$ cat src/logic/flash_ctl_pkg.sv
package flash_ctl_pkg;
	localparam int PAGE_COUNT = 64;
	localparam int PAGE_BYTES = 2048;
	localparam int WORD_ADDR_W = 15;
	localparam int BYTES_PER_WORD = 4;
	localparam int TIMER_W = 24;

	localparam logic [7:0] OFS_ADDR_HIGH = 8'h00;
	localparam logic [7:0] OFS_ADDR_LOW = 8'h04;
	localparam logic [7:0] OFS_CONTROL = 8'h08;
	localparam logic [7:0] OFS_WRITE_DATA = 8'h0C;
	localparam logic [7:0] OFS_TIMING = 8'h10;

	localparam int CTL_ERASE_BIT = 0;
	localparam int CTL_WRITE_BIT = 1;
	localparam int CTL_CHIP_BIT = 2;
	localparam int CTL_VIOL_BIT = 5;
	localparam int CTL_SWBUSY_BIT = 6;
	localparam int CTL_BUSY_BIT = 7;
	localparam int PAGE_LSB = 1;
	localparam int PAGE_MSB = 6;

	localparam logic [6:0] ADDR_HIGH_RST = 7'h00;
	localparam logic [7:0] ADDR_LOW_RST = 8'h00;
	localparam logic [7:0] TIMING_RST = 8'h00;
	localparam logic [31:0] ERASED_WORD = 32'hFFFFFFFF;

	localparam int CLK_MHZ = 50;
	localparam int WORD_PROG_US = 20;
	localparam int PAGE_ERASE_MS = 20;
	localparam int CHIP_ERASE_MS = 200;
	localparam int WORD_PROG_CYC = WORD_PROG_US * CLK_MHZ;
	localparam int PAGE_ERASE_CYC = PAGE_ERASE_MS * 1000 * CLK_MHZ;
	localparam int CHIP_ERASE_CYC = CHIP_ERASE_MS * 1000 * CLK_MHZ;

	typedef enum logic [1:0] {
		ST_IDLE = 2'b00,
		ST_ERASE = 2'b01,
		ST_COLLECT = 2'b11,
		ST_PROGRAM = 2'b10
	} seq_state_type;
endpackage

$ cat src/logic/op_timer.sv
`timescale 1ns/1ns
// Counts ticks, each tick being scale+1 clocks; done marks the last cycle
module op_timer (
	input wire logic pclk,
	input wire logic presetn,
	input wire logic start,
	input wire logic [flash_ctl_pkg::TIMER_W-1:0] ticks,
	input wire logic [7:0] scale,
	output logic done
);
	logic [flash_ctl_pkg::TIMER_W-1:0] cnt_r;
	logic [7:0] pre_r;
	logic running_r;
	wire tick = running_r & (pre_r == 8'h00);

	assign done = tick & (cnt_r == flash_ctl_pkg::TIMER_W'(1));

	always_ff @(posedge pclk or negedge presetn)
	begin
		if (!presetn)
		begin
			cnt_r <= '0;
			pre_r <= 8'h00;
			running_r <= 1'b0;
		end
		else if (start)
		begin
			cnt_r <= ticks;
			pre_r <= scale;
			running_r <= 1'b1;
		end
		else if (tick)
		begin
			cnt_r <= cnt_r - flash_ctl_pkg::TIMER_W'(1);
			pre_r <= scale;
			running_r <= ~done;
		end
		else if (running_r)
			pre_r <= pre_r - 8'h01;
	end
endmodule

$ cat src/logic/embedded_flash_write_controller.sv
// The APB register port and the register addresses are this design's own decisions.
`timescale 1ns/1ns
module embedded_flash_write_controller #(
	parameter int unsigned PAGE_ERASE_CYCLES = flash_ctl_pkg::PAGE_ERASE_CYC,
	parameter int unsigned CHIP_ERASE_CYCLES = flash_ctl_pkg::CHIP_ERASE_CYC
) (
	input wire logic pclk,
	input wire logic presetn,
	input wire logic psel,
	input wire logic penable,
	input wire logic pwrite,
	input wire logic [7:0] paddr,
	input wire logic [31:0] pwdata,
	output logic [31:0] prdata,
	output logic pready,
	output logic pslverr,
	input wire logic fetch_from_flash,
	input wire logic flash_access,
	output logic cpu_hold,
	output logic dma_trigger,
	output logic array_program,
	output logic array_erase_page,
	output logic array_erase_chip,
	output logic [14:0] array_word_addr,
	output logic [5:0] array_page,
	output logic [31:0] array_wdata
);
	flash_ctl_pkg::seq_state_type state_r, state_nxt;
	logic [6:0] addr_high_r;
	logic [7:0] addr_low_r;
	logic [7:0] timing_r;
	logic chip_r, chip_nxt;
	logic write_pend_r, write_pend_nxt;
	logic [1:0] byte_cnt_r;
	logic [23:0] word_buf_r;
	logic viol_r;
	logic hold_src_r, hold_src_nxt;
	logic dma_trigger_r, cpu_hold_r;
	logic array_program_r, array_erase_page_r, array_erase_chip_r;
	logic [31:0] array_wdata_r;
	logic [31:0] prdata_r;
	logic pready_r, pslverr_r;
	logic [flash_ctl_pkg::TIMER_W-1:0] prog_cyc_r;
	logic timer_done;

	// Register bus decode; one wait state so read data comes from a flop
	wire apb_access = psel & penable & ~pready_r;
	wire apb_done = psel & penable & pready_r;
	wire hit_high = paddr == flash_ctl_pkg::OFS_ADDR_HIGH;
	wire hit_low = paddr == flash_ctl_pkg::OFS_ADDR_LOW;
	wire hit_ctl = paddr == flash_ctl_pkg::OFS_CONTROL;
	wire hit_data = paddr == flash_ctl_pkg::OFS_WRITE_DATA;
	wire hit_time = paddr == flash_ctl_pkg::OFS_TIMING;
	wire addr_hit = hit_high | hit_low | hit_ctl | hit_data | hit_time;
	wire wr_en = apb_done & pwrite & ~pslverr_r;
	wire is_idle = state_r == flash_ctl_pkg::ST_IDLE;
	wire is_erase = state_r == flash_ctl_pkg::ST_ERASE;
	wire is_collect = state_r == flash_ctl_pkg::ST_COLLECT;
	wire is_program = state_r == flash_ctl_pkg::ST_PROGRAM;
	wire ctl_wr = wr_en & hit_ctl;
	wire cfg_wr = wr_en & is_idle;
	wire want_erase = pwdata[flash_ctl_pkg::CTL_ERASE_BIT];
	wire want_chip = pwdata[flash_ctl_pkg::CTL_CHIP_BIT];
	wire want_write = pwdata[flash_ctl_pkg::CTL_WRITE_BIT];
	wire launch_idle = ctl_wr & is_idle;
	// Bytes outside a sequence or during programming are dropped
	wire byte_wr = wr_en & hit_data & is_collect;
	wire last_byte = byte_wr &
		(byte_cnt_r == 2'(flash_ctl_pkg::BYTES_PER_WORD - 1));
	wire viol_clr = ctl_wr & pwdata[flash_ctl_pkg::CTL_VIOL_BIT];
	wire viol_set = flash_access & is_program;
	wire [14:0] word_addr = {addr_high_r, addr_low_r};
	wire [14:0] word_addr_inc = word_addr + 15'h0001;
	wire busy = ~is_idle;
	wire [7:0] ctl_read = {busy, is_program, viol_r, 2'b00, chip_r & is_erase,
		write_pend_r, is_erase};
	wire [7:0] rd_byte = hit_high ? {1'b0, addr_high_r} :
		hit_low ? addr_low_r :
		hit_ctl ? ctl_read :
		hit_time ? timing_r : 8'h00;
	wire timer_start = (state_nxt != state_r) &
		((state_nxt == flash_ctl_pkg::ST_ERASE) |
		(state_nxt == flash_ctl_pkg::ST_PROGRAM));
	wire [flash_ctl_pkg::TIMER_W-1:0] ticks_sel = is_collect ?
		flash_ctl_pkg::TIMER_W'(flash_ctl_pkg::WORD_PROG_CYC) :
		want_chip ? flash_ctl_pkg::TIMER_W'(CHIP_ERASE_CYCLES) :
		flash_ctl_pkg::TIMER_W'(PAGE_ERASE_CYCLES);
	// Trigger on entry to collect and after each byte that is not a fourth
	wire trig_nxt = (state_nxt == flash_ctl_pkg::ST_COLLECT) &
		(~is_collect | (byte_wr & ~last_byte));
	wire hold_nxt = hold_src_nxt & ((state_nxt == flash_ctl_pkg::ST_ERASE) |
		(state_nxt == flash_ctl_pkg::ST_PROGRAM));

	always_comb
	begin
		state_nxt = state_r;
		case (state_r)
			flash_ctl_pkg::ST_IDLE:
				if (launch_idle & (want_erase | want_chip))
					state_nxt = flash_ctl_pkg::ST_ERASE;
				else if (launch_idle & want_write)
					state_nxt = flash_ctl_pkg::ST_COLLECT;
			flash_ctl_pkg::ST_ERASE:
				if (timer_done)
					state_nxt = write_pend_r ? flash_ctl_pkg::ST_COLLECT :
						flash_ctl_pkg::ST_IDLE;
			flash_ctl_pkg::ST_COLLECT:
				if (ctl_wr & ~want_write)
					state_nxt = flash_ctl_pkg::ST_IDLE;
				else if (last_byte)
					state_nxt = flash_ctl_pkg::ST_PROGRAM;
			flash_ctl_pkg::ST_PROGRAM:
				if (timer_done)
					state_nxt = flash_ctl_pkg::ST_COLLECT;
			default:
				state_nxt = flash_ctl_pkg::ST_IDLE;
		endcase
	end

	assign chip_nxt = launch_idle ? want_chip : chip_r;
	assign write_pend_nxt = (state_nxt == flash_ctl_pkg::ST_IDLE) ? 1'b0 :
		launch_idle ? want_write : write_pend_r;
	// Stall only code that runs from flash; RAM code keeps running
	assign hold_src_nxt = timer_start ? fetch_from_flash : hold_src_r;

	op_timer u_timer (
		.pclk(pclk),
		.presetn(presetn),
		.start(timer_start),
		.ticks(ticks_sel),
		.scale(timing_r),
		.done(timer_done)
	);

	always_ff @(posedge pclk or negedge presetn)
	begin
		if (!presetn)
		begin
			pready_r <= 1'b0;
			pslverr_r <= 1'b0;
			prdata_r <= 32'h00000000;
		end
		else
		begin
			pready_r <= apb_access;
			pslverr_r <= apb_access & ~addr_hit;
			if (apb_access & ~pwrite)
				prdata_r <= {24'h000000, rd_byte};
		end
	end

	always_ff @(posedge pclk or negedge presetn)
	begin
		if (!presetn)
		begin
			addr_high_r <= flash_ctl_pkg::ADDR_HIGH_RST;
			addr_low_r <= flash_ctl_pkg::ADDR_LOW_RST;
			timing_r <= flash_ctl_pkg::TIMING_RST;
		end
		else if (is_program & timer_done)
			{addr_high_r, addr_low_r} <= word_addr_inc;
		else
		begin
			if (cfg_wr & hit_high)
				addr_high_r <= pwdata[6:0];
			if (cfg_wr & hit_low)
				addr_low_r <= pwdata[7:0];
			if (cfg_wr & hit_time)
				timing_r <= pwdata[7:0];
		end
	end

	always_ff @(posedge pclk or negedge presetn)
	begin
		if (!presetn)
		begin
			state_r <= flash_ctl_pkg::ST_IDLE;
			chip_r <= 1'b0;
			write_pend_r <= 1'b0;
			hold_src_r <= 1'b0;
			viol_r <= 1'b0;
		end
		else
		begin
			state_r <= state_nxt;
			chip_r <= chip_nxt;
			write_pend_r <= write_pend_nxt;
			hold_src_r <= hold_src_nxt;
			viol_r <= viol_set | (viol_r & ~viol_clr);
		end
	end

	// A shift register keeps the first byte at the bottom
	always_ff @(posedge pclk or negedge presetn)
	begin
		if (!presetn)
		begin
			byte_cnt_r <= 2'b00;
			word_buf_r <= 24'h000000;
		end
		else if (~is_collect)
			byte_cnt_r <= 2'b00;
		else if (byte_wr)
		begin
			byte_cnt_r <= byte_cnt_r + 2'b01;
			word_buf_r <= {pwdata[7:0], word_buf_r[23:8]};
		end
	end

	always_ff @(posedge pclk or negedge presetn)
	begin
		if (!presetn)
			array_wdata_r <= flash_ctl_pkg::ERASED_WORD;
		else if (last_byte)
			array_wdata_r <= {pwdata[7:0], word_buf_r};
		else if (state_nxt == flash_ctl_pkg::ST_ERASE)
			array_wdata_r <= flash_ctl_pkg::ERASED_WORD;
	end

	always_ff @(posedge pclk or negedge presetn)
	begin
		if (!presetn)
		begin
			dma_trigger_r <= 1'b0;
			cpu_hold_r <= 1'b0;
			array_program_r <= 1'b0;
			array_erase_page_r <= 1'b0;
			array_erase_chip_r <= 1'b0;
		end
		else
		begin
			dma_trigger_r <= trig_nxt;
			cpu_hold_r <= hold_nxt;
			array_program_r <= state_nxt == flash_ctl_pkg::ST_PROGRAM;
			array_erase_page_r <= (state_nxt == flash_ctl_pkg::ST_ERASE) &
				~chip_nxt;
			array_erase_chip_r <= (state_nxt == flash_ctl_pkg::ST_ERASE) &
				chip_nxt;
		end
	end

	assign prdata = prdata_r;
	assign pready = pready_r;
	assign pslverr = pslverr_r;
	assign dma_trigger = dma_trigger_r;
	assign cpu_hold = cpu_hold_r;
	assign array_program = array_program_r;
	assign array_erase_page = array_erase_page_r;
	assign array_erase_chip = array_erase_chip_r;
	assign array_wdata = array_wdata_r;
	assign array_word_addr = word_addr;
	// Six page bits select one of the 64 erase units
	assign array_page = addr_high_r[flash_ctl_pkg::PAGE_MSB:
		flash_ctl_pkg::PAGE_LSB];

	// Cycles spent programming, checked against the nominal duration
	always_ff @(posedge pclk or negedge presetn)
	begin
		if (!presetn)
			prog_cyc_r <= '0;
		else if (is_program)
			prog_cyc_r <= prog_cyc_r + flash_ctl_pkg::TIMER_W'(1);
		else
			prog_cyc_r <= '0;
	end
endmodule

$ cat config.mk
export PLATFORM = sky130hd
export DESIGN_NAME = embedded_flash_write_controller
export DESIGN_NICKNAME = d
export VERILOG_FILES = /design/src/logic/flash_ctl_pkg.sv /design/src/logic/op_timer.sv /design/src/logic/embedded_flash_write_controller.sv
export SDC_FILE = /design/constraint.sdc
export NUM_CORES = 1
export LEC_CHECK = 0
export ABC_CLOCK_PERIOD_IN_PS = 4800
export BUFFER_PORTS_ARGS = -buffer_cell sky130_fd_sc_hd__buf_2
export CAP_MARGIN = 25
export CORE_MARGIN = 2
export CORE_UTILIZATION = 55
export CTS_CLUSTER_DIAMETER = 30
export DETAILED_ROUTE_END_ITERATION = 10
export PLACE_DENSITY_LB_ADDON = 0.25
export SLEW_MARGIN = 20
export SYNTH_ARGS = -nofsm -noshare
export SYNTH_HDL_FRONTEND = slang
export SYNTH_SLANG_ARGS = --single-unit
$ cat constraint.sdc
create_clock -name pclk -period 4.8 [get_ports pclk]
set_input_delay 0.72 -clock pclk [delete_from_list [all_inputs] [get_ports pclk]]
set_output_delay 0.72 -clock pclk [all_outputs]
set_load 0.02 [all_outputs]
==> results of run 1 <==
-- worst max-delay path, delay by kind of cell (launching register included) --
kind / cells / cell delay, ns
adders and majority gates: 1 / 0.39
DFF: 1 / 0.39
buffers and inverters: 1 / 0.18
and+or+nand+nor: 5 / 2.20
AOI/OAI and AO/OA: 3 / 0.54
-- synthesized netlist by cell type (3+ instances only) --
library cell	count	area share, %
nor2_1	115	6.4
dfrtp_1	103	38
a21oi_1	60	4.4
nand2_1	47	2.6
mux2_2	38	6.3
dfstp_2	32	12
buf_4	30	3.3
clkbuf_1	25	1.4
nor3_1	25	1.9
nand3_1	19	1.4
o21ai_0	19	1.4
xnor2_1	18	2.3
xor2_1	13	1.7
inv_1	12	0.67
nor4_1	12	1.1
ha_1	10	1.9
a211oi_1	7	0.78
a31oi_1	6	0.56
and3_1	6	0.56
nand2b_1	6	0.56
nand4_1	6	0.56
a22oi_1	4	0.44
mux2i_1	4	0.59
or3_1	4	0.37
a32oi_1	3	0.39
and2_1	3	0.28
buf_6	3	0.50
nor2b_1	3	0.28
or4_1	3	0.33
-- final cells by class --
type | instances | area share [%]
Timing Repair Buffer | 98 | 6.65
Sequential cell | 135 | 44.0
Tap cell | 147 | 2.37
Clock buffer | 22 | 5.98
Clock inverter | 10 | 1.58
Inverter | 12 | 0.580
Multi-Input combinational cell | 498 | 38.8
-- through the flow --
step	power [mW]	instances	hold WS [ns]
after floorplan	1.40	705	0.424
after global placement	1.48	890	0.474
after detailed placement	1.49	890	0.487
after CTS	2.77	922	0.502
after global routing	2.84	922	0.412
final	2.75	922	0.336
-- state kept, by name, indices dropped and copies added (netlist names), 2 cells and up --
| register | flops |
|---|---|
| array_wdata | 32 |
| addr_low_r | 8 |
| word_buf_r | 24 |
| byte_cnt_r | 2 |
| prdata | 8 |
| u_timer.pre_r | 8 |
| timing_r | 8 |
| u_timer.cnt_r | 24 |
| addr_high_r | 7 |
| state_r | 2 |
-- metal layers --
metal / GRT usage (%) / vias to the layer above / wire length (um)
li1: - / 2498 / -
met1: 32.7 / 2556 / 6890
met2: 38.4 / 202 / 7410
met3: 4.90 / 28 / 874
met4: 10.1 / 0 / 301
met5: 0 / - / 0
-- worst paths after layout --
path,cells past startpoint,end,start
max,10,u_timer.cnt_r[16],u_timer.cnt_r[11]
max in group asynchronous,2,array_wdata[30],presetn
max reg2reg,10,u_timer.cnt_r[16],u_timer.cnt_r[11]
min in group pclk,1,pready,pready
min,1,word_buf_r[9],presetn
min reg2reg,1,pready,pready
-- where the power goes --
| part | internal, mW | switching, mW |
|---|---|---|
| clock network | 0.794 | 0.482 |
| registers | 1.21 | 0.0274 |
| logic | 0.0699 | 0.164 |
-- logic make-up after synthesis --
logic type / Yosys count
buffers and inverters: 72
adder cells (fa/ha/maj): 10
AND/OR/NAND/NOR: 269
other: 1
AO/OA/AOI/OAI: 121
multiplexers: 43
flip-flops: 135
XOR/XNOR: 31
==> flow_metrics.py, run 1 <==
metrics = {
    "die": {
        "die_y_um": 115,
        "design.core.area_um2": 12000,
        "rows": 40,
        "io_pins": 139,
        "initial_utilization_pct": 56.2,
        "die_w_um": 115,
        "dieArea_um2": 13200,
    },
    "timing": {
        "final_max_slew_viol_count": 0,
        "worst_pin_slew_ns": 0.716,
        "finalSetupViolCount": 0,
        "slew-limit-headroom_pct": 52.3,
        "rsz0062_at_grt": "no",
        "fmax_mhz": 260,
        "period_share_pct": 80.2,
        "hold_violations": 0,
        "fin_skew_ns": 0.0123,
        "min_period_ns": 3.85,
        "fin_tns_setup_ns": 0,
        "fin_ws_ns": 0.949,
    },
    "synthesis": {
        "ys_types": 63,
        "synth_ff_type": "dfrtp_1",
        "synth_top_family_by_area": "simple AND/OR/NAND/NOR gates",
        "syn_area_per_cell_um2": 9.91,
        "yosys.area_share.adder_pct": 1.85,
        "syn-instance-count": 682,
        "synth_compound_area_share_pct": 10.9,
        "yosysSeqAreaShare_pct": 50.6,
        "synth_edf_count": 0,
        "synth_xor_area_share_pct": 4.02,
        "synthSimpleGateAreaFrac_pct": 19.4,
        "synth_warnings": 0,
        "synthArstFlopShare_pct": 100,
        "syn_area_um2": 6760,
        "muxShareOfSynthArea_pct": 7.15,
        "synth_seq_cells": 135,
    },
    "layout": {
        "fin_nets": 819,
        "drive_gt1_share_pct": 27.9,
        "final_common_cell": "nor2_1",
        "fillers": 938,
        "fin_util_pct": 64.7,
        "design_area_um2": 7770,
        "area_growth_pct": 15.0,
        "multi_input_area_um2": 3020,
        "antenna_cells": 0,
        "seq_area_um2": 3420,
        "mostFrequentLayoutCells": "nor2_1 (115), dfrtp_1 (103), buf_2 (89)",
    },
    "placed_design": {
        "hpwl_mm": 10.7,
        "gp_congestion": 0.854,
        "placed_area_um2": 7180,
        "port_buffers": 90,
        "dp_slack_ns": 0.965,
    },
    "clocking": {
        "clk_latency_ns": 0.42,
        "cts_hold_buffers": 0,
        "cts_resized": 0,
        "numCtsBuffers": 17,
        "path_clk_slew_ns": 0.05,
        "post_cts.repair.setup_buffers": 0,
        "root_buffer": "clkbuf_16",
        "htreeDepth": 4,
        "cts_tree": "built",
        "cts.sinks": 135,
        "clockBufferDepth": 2,
    },
    "critical_path": {
        "reg2reg_slack_ns": 0.95,
        "cpPeakStageDelay_ns": 0.61,
        "worstPathCellList": "or4_4 -> or4_1 -> nor4_4 -> nand2b_1 -> a22o_1 -> a32o_1 -> ha_1 -> inv_1 -> nor3_2 -> a21oi_1",
        "critical_path_peak_fanout": 6,
        "worst_path_max_delay_cell": "or4_1",
        "start_kind": "register",
        "cp.arrival_ns": 4.12,
        "crit_path_end_kind": "register",
        "crit_type": "reg -> reg",
        "crit_required_ns": 5.07,
    },
    "worst_hold_path": {
        "min_path_type": "in -> async",
    },
    "grt": {
        "grt_antenna_before_repair": 0,
        "gr-total-overflow": 0,
        "grt_usage_pct": 24.2,
        "grt_max_degree": 80,
        "first_global_vias": 4947,
        "grt_pass1_wl_mm": 24.8,
    },
    "drt": {
        "routed_wl_mm": 15.5,
        "viasPerCell": 5.73,
        "dr.pass1.iters": 5,
        "drc": 0,
        "via_count": 5284,
        "detail_route.wl_per_cell_um": 16.8,
        "drt_iter0_drc": 504,
        "drtAntennaViolNets": 0,
    },
    "job": {
        "cap_violations": 0,
    },
    "pwr": {
        "p_leak_nw": 3.54,
        "vdd_ir_drop_max_mv": 0.221,
        "powerDensity_nw_per_um2": 353,
    },
    "status": {
        "outcome": "completed",
    },
}
Note: power is estimated with default switching activity, not from simulation.
==> run 2: changes to the inputs <==
--- a/config.mk
+++ b/config.mk
@@ -5,7 +5,7 @@
 export SDC_FILE = /design/constraint.sdc
 export NUM_CORES = 1
 export LEC_CHECK = 0
-export ABC_CLOCK_PERIOD_IN_PS = 4800
+export ABC_CLOCK_PERIOD_IN_PS = 3800
 export BUFFER_PORTS_ARGS = -buffer_cell sky130_fd_sc_hd__buf_2
 export CAP_MARGIN = 25
 export CORE_MARGIN = 2
==> constraint.sdc (replaced) <==
create_clock -name pclk -period 3.8 [get_ports pclk]
set_input_delay 0.57 -clock pclk [delete_from_list [all_inputs] [get_ports pclk]]
set_output_delay 0.57 -clock pclk [all_outputs]
set_load 0.02 [all_outputs]
==> run 2 against run 1 <==
Clock skew is 0.0035 ns higher. Non-clock buffer count rose by 3. Critical path depth unchanged. Final area is 0.79% higher. Die area unchanged. Clock power up 31%. Critical path type unchanged.
==> flow_metrics.py, run 2 (synthesis gave the netlist of run 1 again) <==
metrics = {
    "status": {
        "outcome": "completed",
    },
    "die": {
        "dieArea_um2": 13200,
        "io_pins": 139,
        "design.core.area_um2": 12000,
        "initial_utilization_pct": 56.2,
        "die_w_um": 115,
        "rows": 40,
        "die_y_um": 115,
    },
    "timing": {
        "slew-limit-headroom_pct": 41.8,
        "hold_violations": 0,
        "min_period_ns": 3.61,
        "fin_skew_ns": 0.0158,
        "worst_pin_slew_ns": 0.873,
        "final_max_slew_viol_count": 0,
        "rsz0062_at_grt": "no",
        "period_share_pct": 95.0,
        "fmax_mhz": 277,
        "fin_tns_setup_ns": 0,
        "finalSetupViolCount": 0,
    },
    "critical_path": {
        "crit_path_end_kind": "register",
        "cpLargestDelayFamily": "simple AND/OR/NAND/NOR gates",
        "worstPathCellList": "or4_1 -> or4_4 -> nor4_4 -> nand2b_1 -> a22o_1 -> a32o_1 -> ha_1 -> inv_1 -> nor3_2 -> a21oi_1",
        "rr_startpoint": "u_timer.cnt_r[15]",
        "cpPeakStageDelay_ns": 0.63,
        "critical_path_peak_fanout": 5,
        "crit_type": "reg -> reg",
        "worst_path_max_delay_cell": "or4_1",
        "crit_required_ns": 4.07,
        "r2r_cells": 10,
        "cp.arrival_ns": 3.88,
        "reg2reg_slack_ns": 0.19,
        "r2r-end": "u_timer.cnt_r[18]",
        "crit_buf_inv": 1,
        "start_kind": "register",
    },
    "clocking": {
        "numCtsBuffers": 17,
        "post_cts.repair.setup_buffers": 0,
        "cts_tree": "built",
        "root_buffer": "clkbuf_16",
        "htreeDepth": 4,
        "cts.sinks": 135,
        "clk_latency_ns": 0.42,
        "clockBufferDepth": 2,
        "path_clk_slew_ns": 0.05,
    },
    "pwr": {
        "p_leak_nw": 3.59,
        "vdd_ir_drop_max_mv": 0.287,
        "total_power_mw": 3.54,
        "powerDensity_nw_per_um2": 452,
    },
    "worst_hold_path": {
        "min_path_type": "in -> async",
    },
    "drt": {
        "detail_route.wl_per_cell_um": 16.8,
        "routed_wl_mm": 15.6,
        "drt_iter0_drc": 564,
        "viasPerCell": 5.77,
        "via_count": 5333,
        "dr.pass1.iters": 7,
        "drc": 0,
        "drtAntennaViolNets": 0,
    },
    "placed_design": {
        "port_buffers": 90,
        "dp_cells": 893,
        "hpwl_mm": 10.8,
        "gp_congestion": 0.845,
        "placed_area_um2": 7210,
    },
    "grt": {
        "first_global_vias": 5085,
        "grt_max_degree": 70,
        "grt_util_met2_pct": 39.5,
        "gr-total-overflow": 0,
        "use_met3_pct": 6.01,
        "top_usage_layer": "met2",
        "grt_util_met1_pct": 33.0,
        "grt_pass1_wl_mm": 25.4,
        "grt_antenna_before_repair": 0,
        "grt_usage_pct": 24.8,
    },
    "layout": {
        "drive_gt1_share_pct": 28.4,
        "design_area_um2": 7830,
        "fin_util_pct": 65.2,
        "final_common_cell": "nor2_1",
        "finalNonFillerCells": 925,
        "antenna_cells": 0,
        "mostFrequentLayoutCells": "nor2_1 (115), dfrtp_1 (103), buf_2 (89)",
        "largest_reg_flops": 32,
        "area_growth_pct": 15.9,
        "fin_nets": 822,
    },
    "job": {
        "cap_violations": 0,
    },
}
## run 2: cell count changes in the layout (fill, tap and decap cells not counted), sizes merged
cell    before  now
buf         98  101
bufinv       2    3
clkbuf      22   20
inv         12   13
## run 2: worst max path at each step
| stage | start | endpoint | slack [ns] | cells after the start |
|---|---|---|---|---|
| after floorplan | u_timer.cnt_r[11] | u_timer.pre_r[5] | 0.40 | 11 |
| after global placement | u_timer.cnt_r[15] | u_timer.cnt_r[6] | 0.23 | 10 |
| after detailed placement | u_timer.cnt_r[15] | u_timer.cnt_r[6] | 0.20 | 10 |
| after CTS | u_timer.cnt_r[15] | u_timer.cnt_r[6] | 0.20 | 10 |
| after global routing | u_timer.cnt_r[15] | u_timer.cnt_r[16] | 0.05 | 10 |
| final | u_timer.cnt_r[15] | u_timer.cnt_r[18] | 0.19 | 10 |
## run 2: cell type report
cell class                      instances  area [um2]
Fill cell                             970        4180
Sequential cell                       135        3420
Multi-Input combinational cell        498        3030
Timing Repair Buffer                  101         548
Clock buffer                           20         457
Tap cell                              147         184
Clock inverter                         12         150
Inverter                               12        45.0
## run 2: stage by stage
step           hold WS (ns)  setup slack (ns)
2_1_floorplan         0.274             0.399
3_3_place_gp          0.474             0.227
3_5_place_dp          0.486             0.199
4_1_cts               0.300             0.202
5_1_grt               0.346            0.0458
6_report              0.260             0.190
## run 2: power breakdown
group,switching (mW),leakage [nW],internal [mW],total [mW]
logic,0.208,1.72,0.0897,0.297
registers,0.0343,1.58,1.53,1.56
clock network,0.615,0.292,1.06,1.68
total,0.857,3.59,2.68,3.54
## run 2: repair_timing
item | in CTS | in global routing
resized for setup | 0 | 1
endpoints found under the setup margin | 0 | 1
hold buffers | 0 | 0
## run 2: metal layers
layer	vias to the layer above	wire [um]
li1	2491	-
met1	2584	6770
met2	222	7440
met3	36	1050
met4	0	336
met5	-	0
==> run 3: changes to the inputs <==
--- a/config.mk
+++ b/config.mk
@@ -5,11 +5,10 @@
 export SDC_FILE = /design/constraint.sdc
 export NUM_CORES = 1
 export LEC_CHECK = 0
-export ABC_CLOCK_PERIOD_IN_PS = 3800
 export BUFFER_PORTS_ARGS = -buffer_cell sky130_fd_sc_hd__buf_2
 export CAP_MARGIN = 25
 export CORE_MARGIN = 2
-export CORE_UTILIZATION = 55
+export CORE_UTILIZATION = 50
 export CTS_CLUSTER_DIAMETER = 30
 export DETAILED_ROUTE_END_ITERATION = 10
 export PLACE_DENSITY_LB_ADDON = 0.25
==> constraint.sdc (replaced) <==
create_clock -name pclk -period 3.25 [get_ports pclk]
set_input_delay 0.4875 -clock pclk [delete_from_list [all_inputs] [get_ports pclk]]
set_output_delay 0.4875 -clock pclk [all_outputs]
set_load 0.02 [all_outputs]
==> run 3 against run 2 <==
The flow now finishes with violations (setup timing). Non-clock buffer count up 39. Final area is 5.1% higher. Count of clock-buffer cells in the layout decreased by 3. Combinational power rose by 18%. Final cell count rose by 7.5%. Total power rose by 13%. Via count increased by 2.9%. Critical path depth grew 1. Clock power rose by 8%. Register-to-register slack lost 0.19 ns. First-iteration DRC count shrank 17%.
==> flow_metrics.py, run 3 (synthesis gave the netlist of run 1 again) <==
metrics = {
    "clocking": {
        "cts_hold_buffers": 0,
        "cts_tree": "built",
        "numCtsBuffers": 17,
        "root_buffer": "clkbuf_16",
        "clk_latency_ns": 0.42,
        "path_clk_slew_ns": 0.07,
        "htreeDepth": 4,
        "clockBufferDepth": 2,
        "cts.sinks": 135,
    },
    "die": {
        "die_w_um": 120,
        "io_pins": 139,
        "rows": 42,
        "design.core.area_um2": 13200,
        "dieArea_um2": 14500,
        "initial_utilization_pct": 51.0,
        "die_y_um": 120,
    },
    "critical_path": {
        "start_kind": "register",
        "crit_type": "reg -> reg",
        "critical_path_peak_fanout": 5,
        "cp.arrival_ns": 3.59,
        "crit_required_ns": 3.58,
        "reg2reg_slack_ns": -0.002,
        "crit_path_end_kind": "register",
    },
    "pwr": {
        "power.share.clock_pct": 45.4,
        "p_leak_nw": 3.77,
        "powerDensity_nw_per_um2": 483,
        "p_int_mw": 2.90,
        "netSwitchingPower_mw": 1.08,
        "seq_power_share_pct": 45.8,
        "swShare_pct": 27.2,
        "combPwrFrac_pct": 8.8,
        "vdd_ir_drop_max_mv": 0.332,
    },
    "drt": {
        "dr.pass1.iters": 5,
        "routed_wl_mm": 16.3,
        "via_count": 5489,
        "detail_route.wl_per_cell_um": 16.4,
        "drc": 0,
        "viasPerCell": 5.52,
        "drtAntennaViolNets": 0,
        "drt_iter0_drc": 466,
    },
    "timing": {
        "rsz0062_at_grt": "yes",
        "slew-limit-headroom_pct": 55.6,
        "fin_ws_ns": -0.00243,
        "worst_pin_slew_ns": 0.666,
        "final_max_slew_viol_count": 0,
        "min_period_ns": 3.25,
        "fin_skew_ns": 0.0107,
        "fmax_mhz": 307,
        "period_share_pct": 100,
        "finalSetupViolCount": 1,
        "hold_violations": 0,
    },
    "grt": {
        "grt_antenna_before_repair": 0,
        "grt_max_degree": 60,
        "grt_util_met2_pct": 35.3,
        "first_global_vias": 5138,
        "grt_usage_pct": 23.1,
        "grt_util_met1_pct": 32.9,
        "use_met3_pct": 5.47,
        "gr-total-overflow": 0,
        "top_usage_layer": "met2",
        "grt_pass1_wl_mm": 26.3,
    },
    "status": {
        "violations": "setup timing",
        "outcome": "complete, but fails checks",
    },
    "placed_design": {
        "gp_congestion": 0.918,
        "port_buffers": 90,
        "hpwl_mm": 11.2,
        "dp_slack_ns": -0.134,
    },
    "layout": {
        "final_common_cell": "nor2_1",
        "mostFrequentLayoutCells": "nor2_1 (114), dfrtp_1 (103), buf_2 (89)",
        "drive_gt1_share_pct": 33.9,
        "fin_util_pct": 62.2,
        "antenna_cells": 0,
        "area_growth_pct": 21.9,
        "fillers": 1112,
        "fin_nets": 862,
        "largest_reg_flops": 32,
    },
    "job": {
        "cap_violations": 0,
    },
    "worst_hold_path": {
        "min_path_type": "in -> async",
    },
}
run 3: cell count changes in the layout (fill, tap and decap cells not counted), sizes merged:
cell | previous run | this run
a21o | 2 | 3
buf | 101 | 139
bufinv | 3 | 0
clkbuf | 20 | 18
clkinv | 5 | 3
clkinvlp | 3 | 4
inv | 13 | 20
run 3: routing by layer:
layer / vias up / wire (um)
li1: 2582 / -
met1: 2675 / 7300
met2: 205 / 7670
met3: 27 / 1090
met4: 0 / 271
met5: - / 0
run 3: worst max-delay path, stage by stage (launching register included):
cell and delay [ns]:
dfrtp_1 0.38, or4_1 0.57, or4_4 0.46, nor4_4 0.30, nand2b_1 0.09, a22o_1 0.20
a32o_2 0.27, ha_4 0.29, clkinvlp_4 0.16, a211oi_4 0.20, buf_4 0.16, o21bai_1 0.10
run 3: power by group through the flow:
stage               registers, mW  logic, mW  clock network (mW)
floorplan                    1.94      0.132                   0
global placement             1.85      0.349                   0
detailed placement           1.85      0.354                   0
CTS                          1.82      0.354                1.83
global route                 1.83      0.384                1.92
finish                       1.82      0.351                1.81
run 3: final cells by class:
type | instances | area [um2] | area share (%)
repair buffers | 140 | 891 | 10.8
multi-input cells | 499 | 3100 | 37.6
clock buffers | 17 | 425 | 5.17
flip-flops and latches | 135 | 3420 | 41.5
well taps | 176 | 220 | 2.67
inverters | 12 | 48.8 | 0.593
clock inverters | 15 | 131 | 1.60
run 3: worst paths after layout:
check                                   from                to  depth (start not counted)
max reg2reg                u_timer.cnt_r[15]  u_timer.cnt_r[6]                         11
min reg2reg                           pready            pready                          1
max in group asynchronous            presetn   array_wdata[30]                          2
max                        u_timer.cnt_r[15]  u_timer.cnt_r[6]                         11
min                                  presetn     word_buf_r[7]                          1
min in group pclk               flash_access            viol_r                          2
run 3: timing repair:
| item | CTS | global route |
|---|---|---|
| pin swaps | 1 | 3 |
| gates resized for setup | 6 | 19 |
| setup endpoints to repair | 18 | 57 |
| cloned | 0 | 2 |
| setup buffers | 0 | 1 |
run 3: per-stage QoR:
stage	instance area (um2)	instances	total power [mW]	hold slack [ns]	setup TNS, ns
3_5_place_dp	7560	959	2.21	0.494	-1.22
5_1_grt	8230	994	4.13	0.159	-1.98
3_3_place_gp	7560	959	2.20	0.469	-0.477
4_1_cts	8140	991	4.00	0.125	0
6_report	8230	994	3.98	0.105	-0.00243
2_1_floorplan	6860	705	2.07	0.192	0
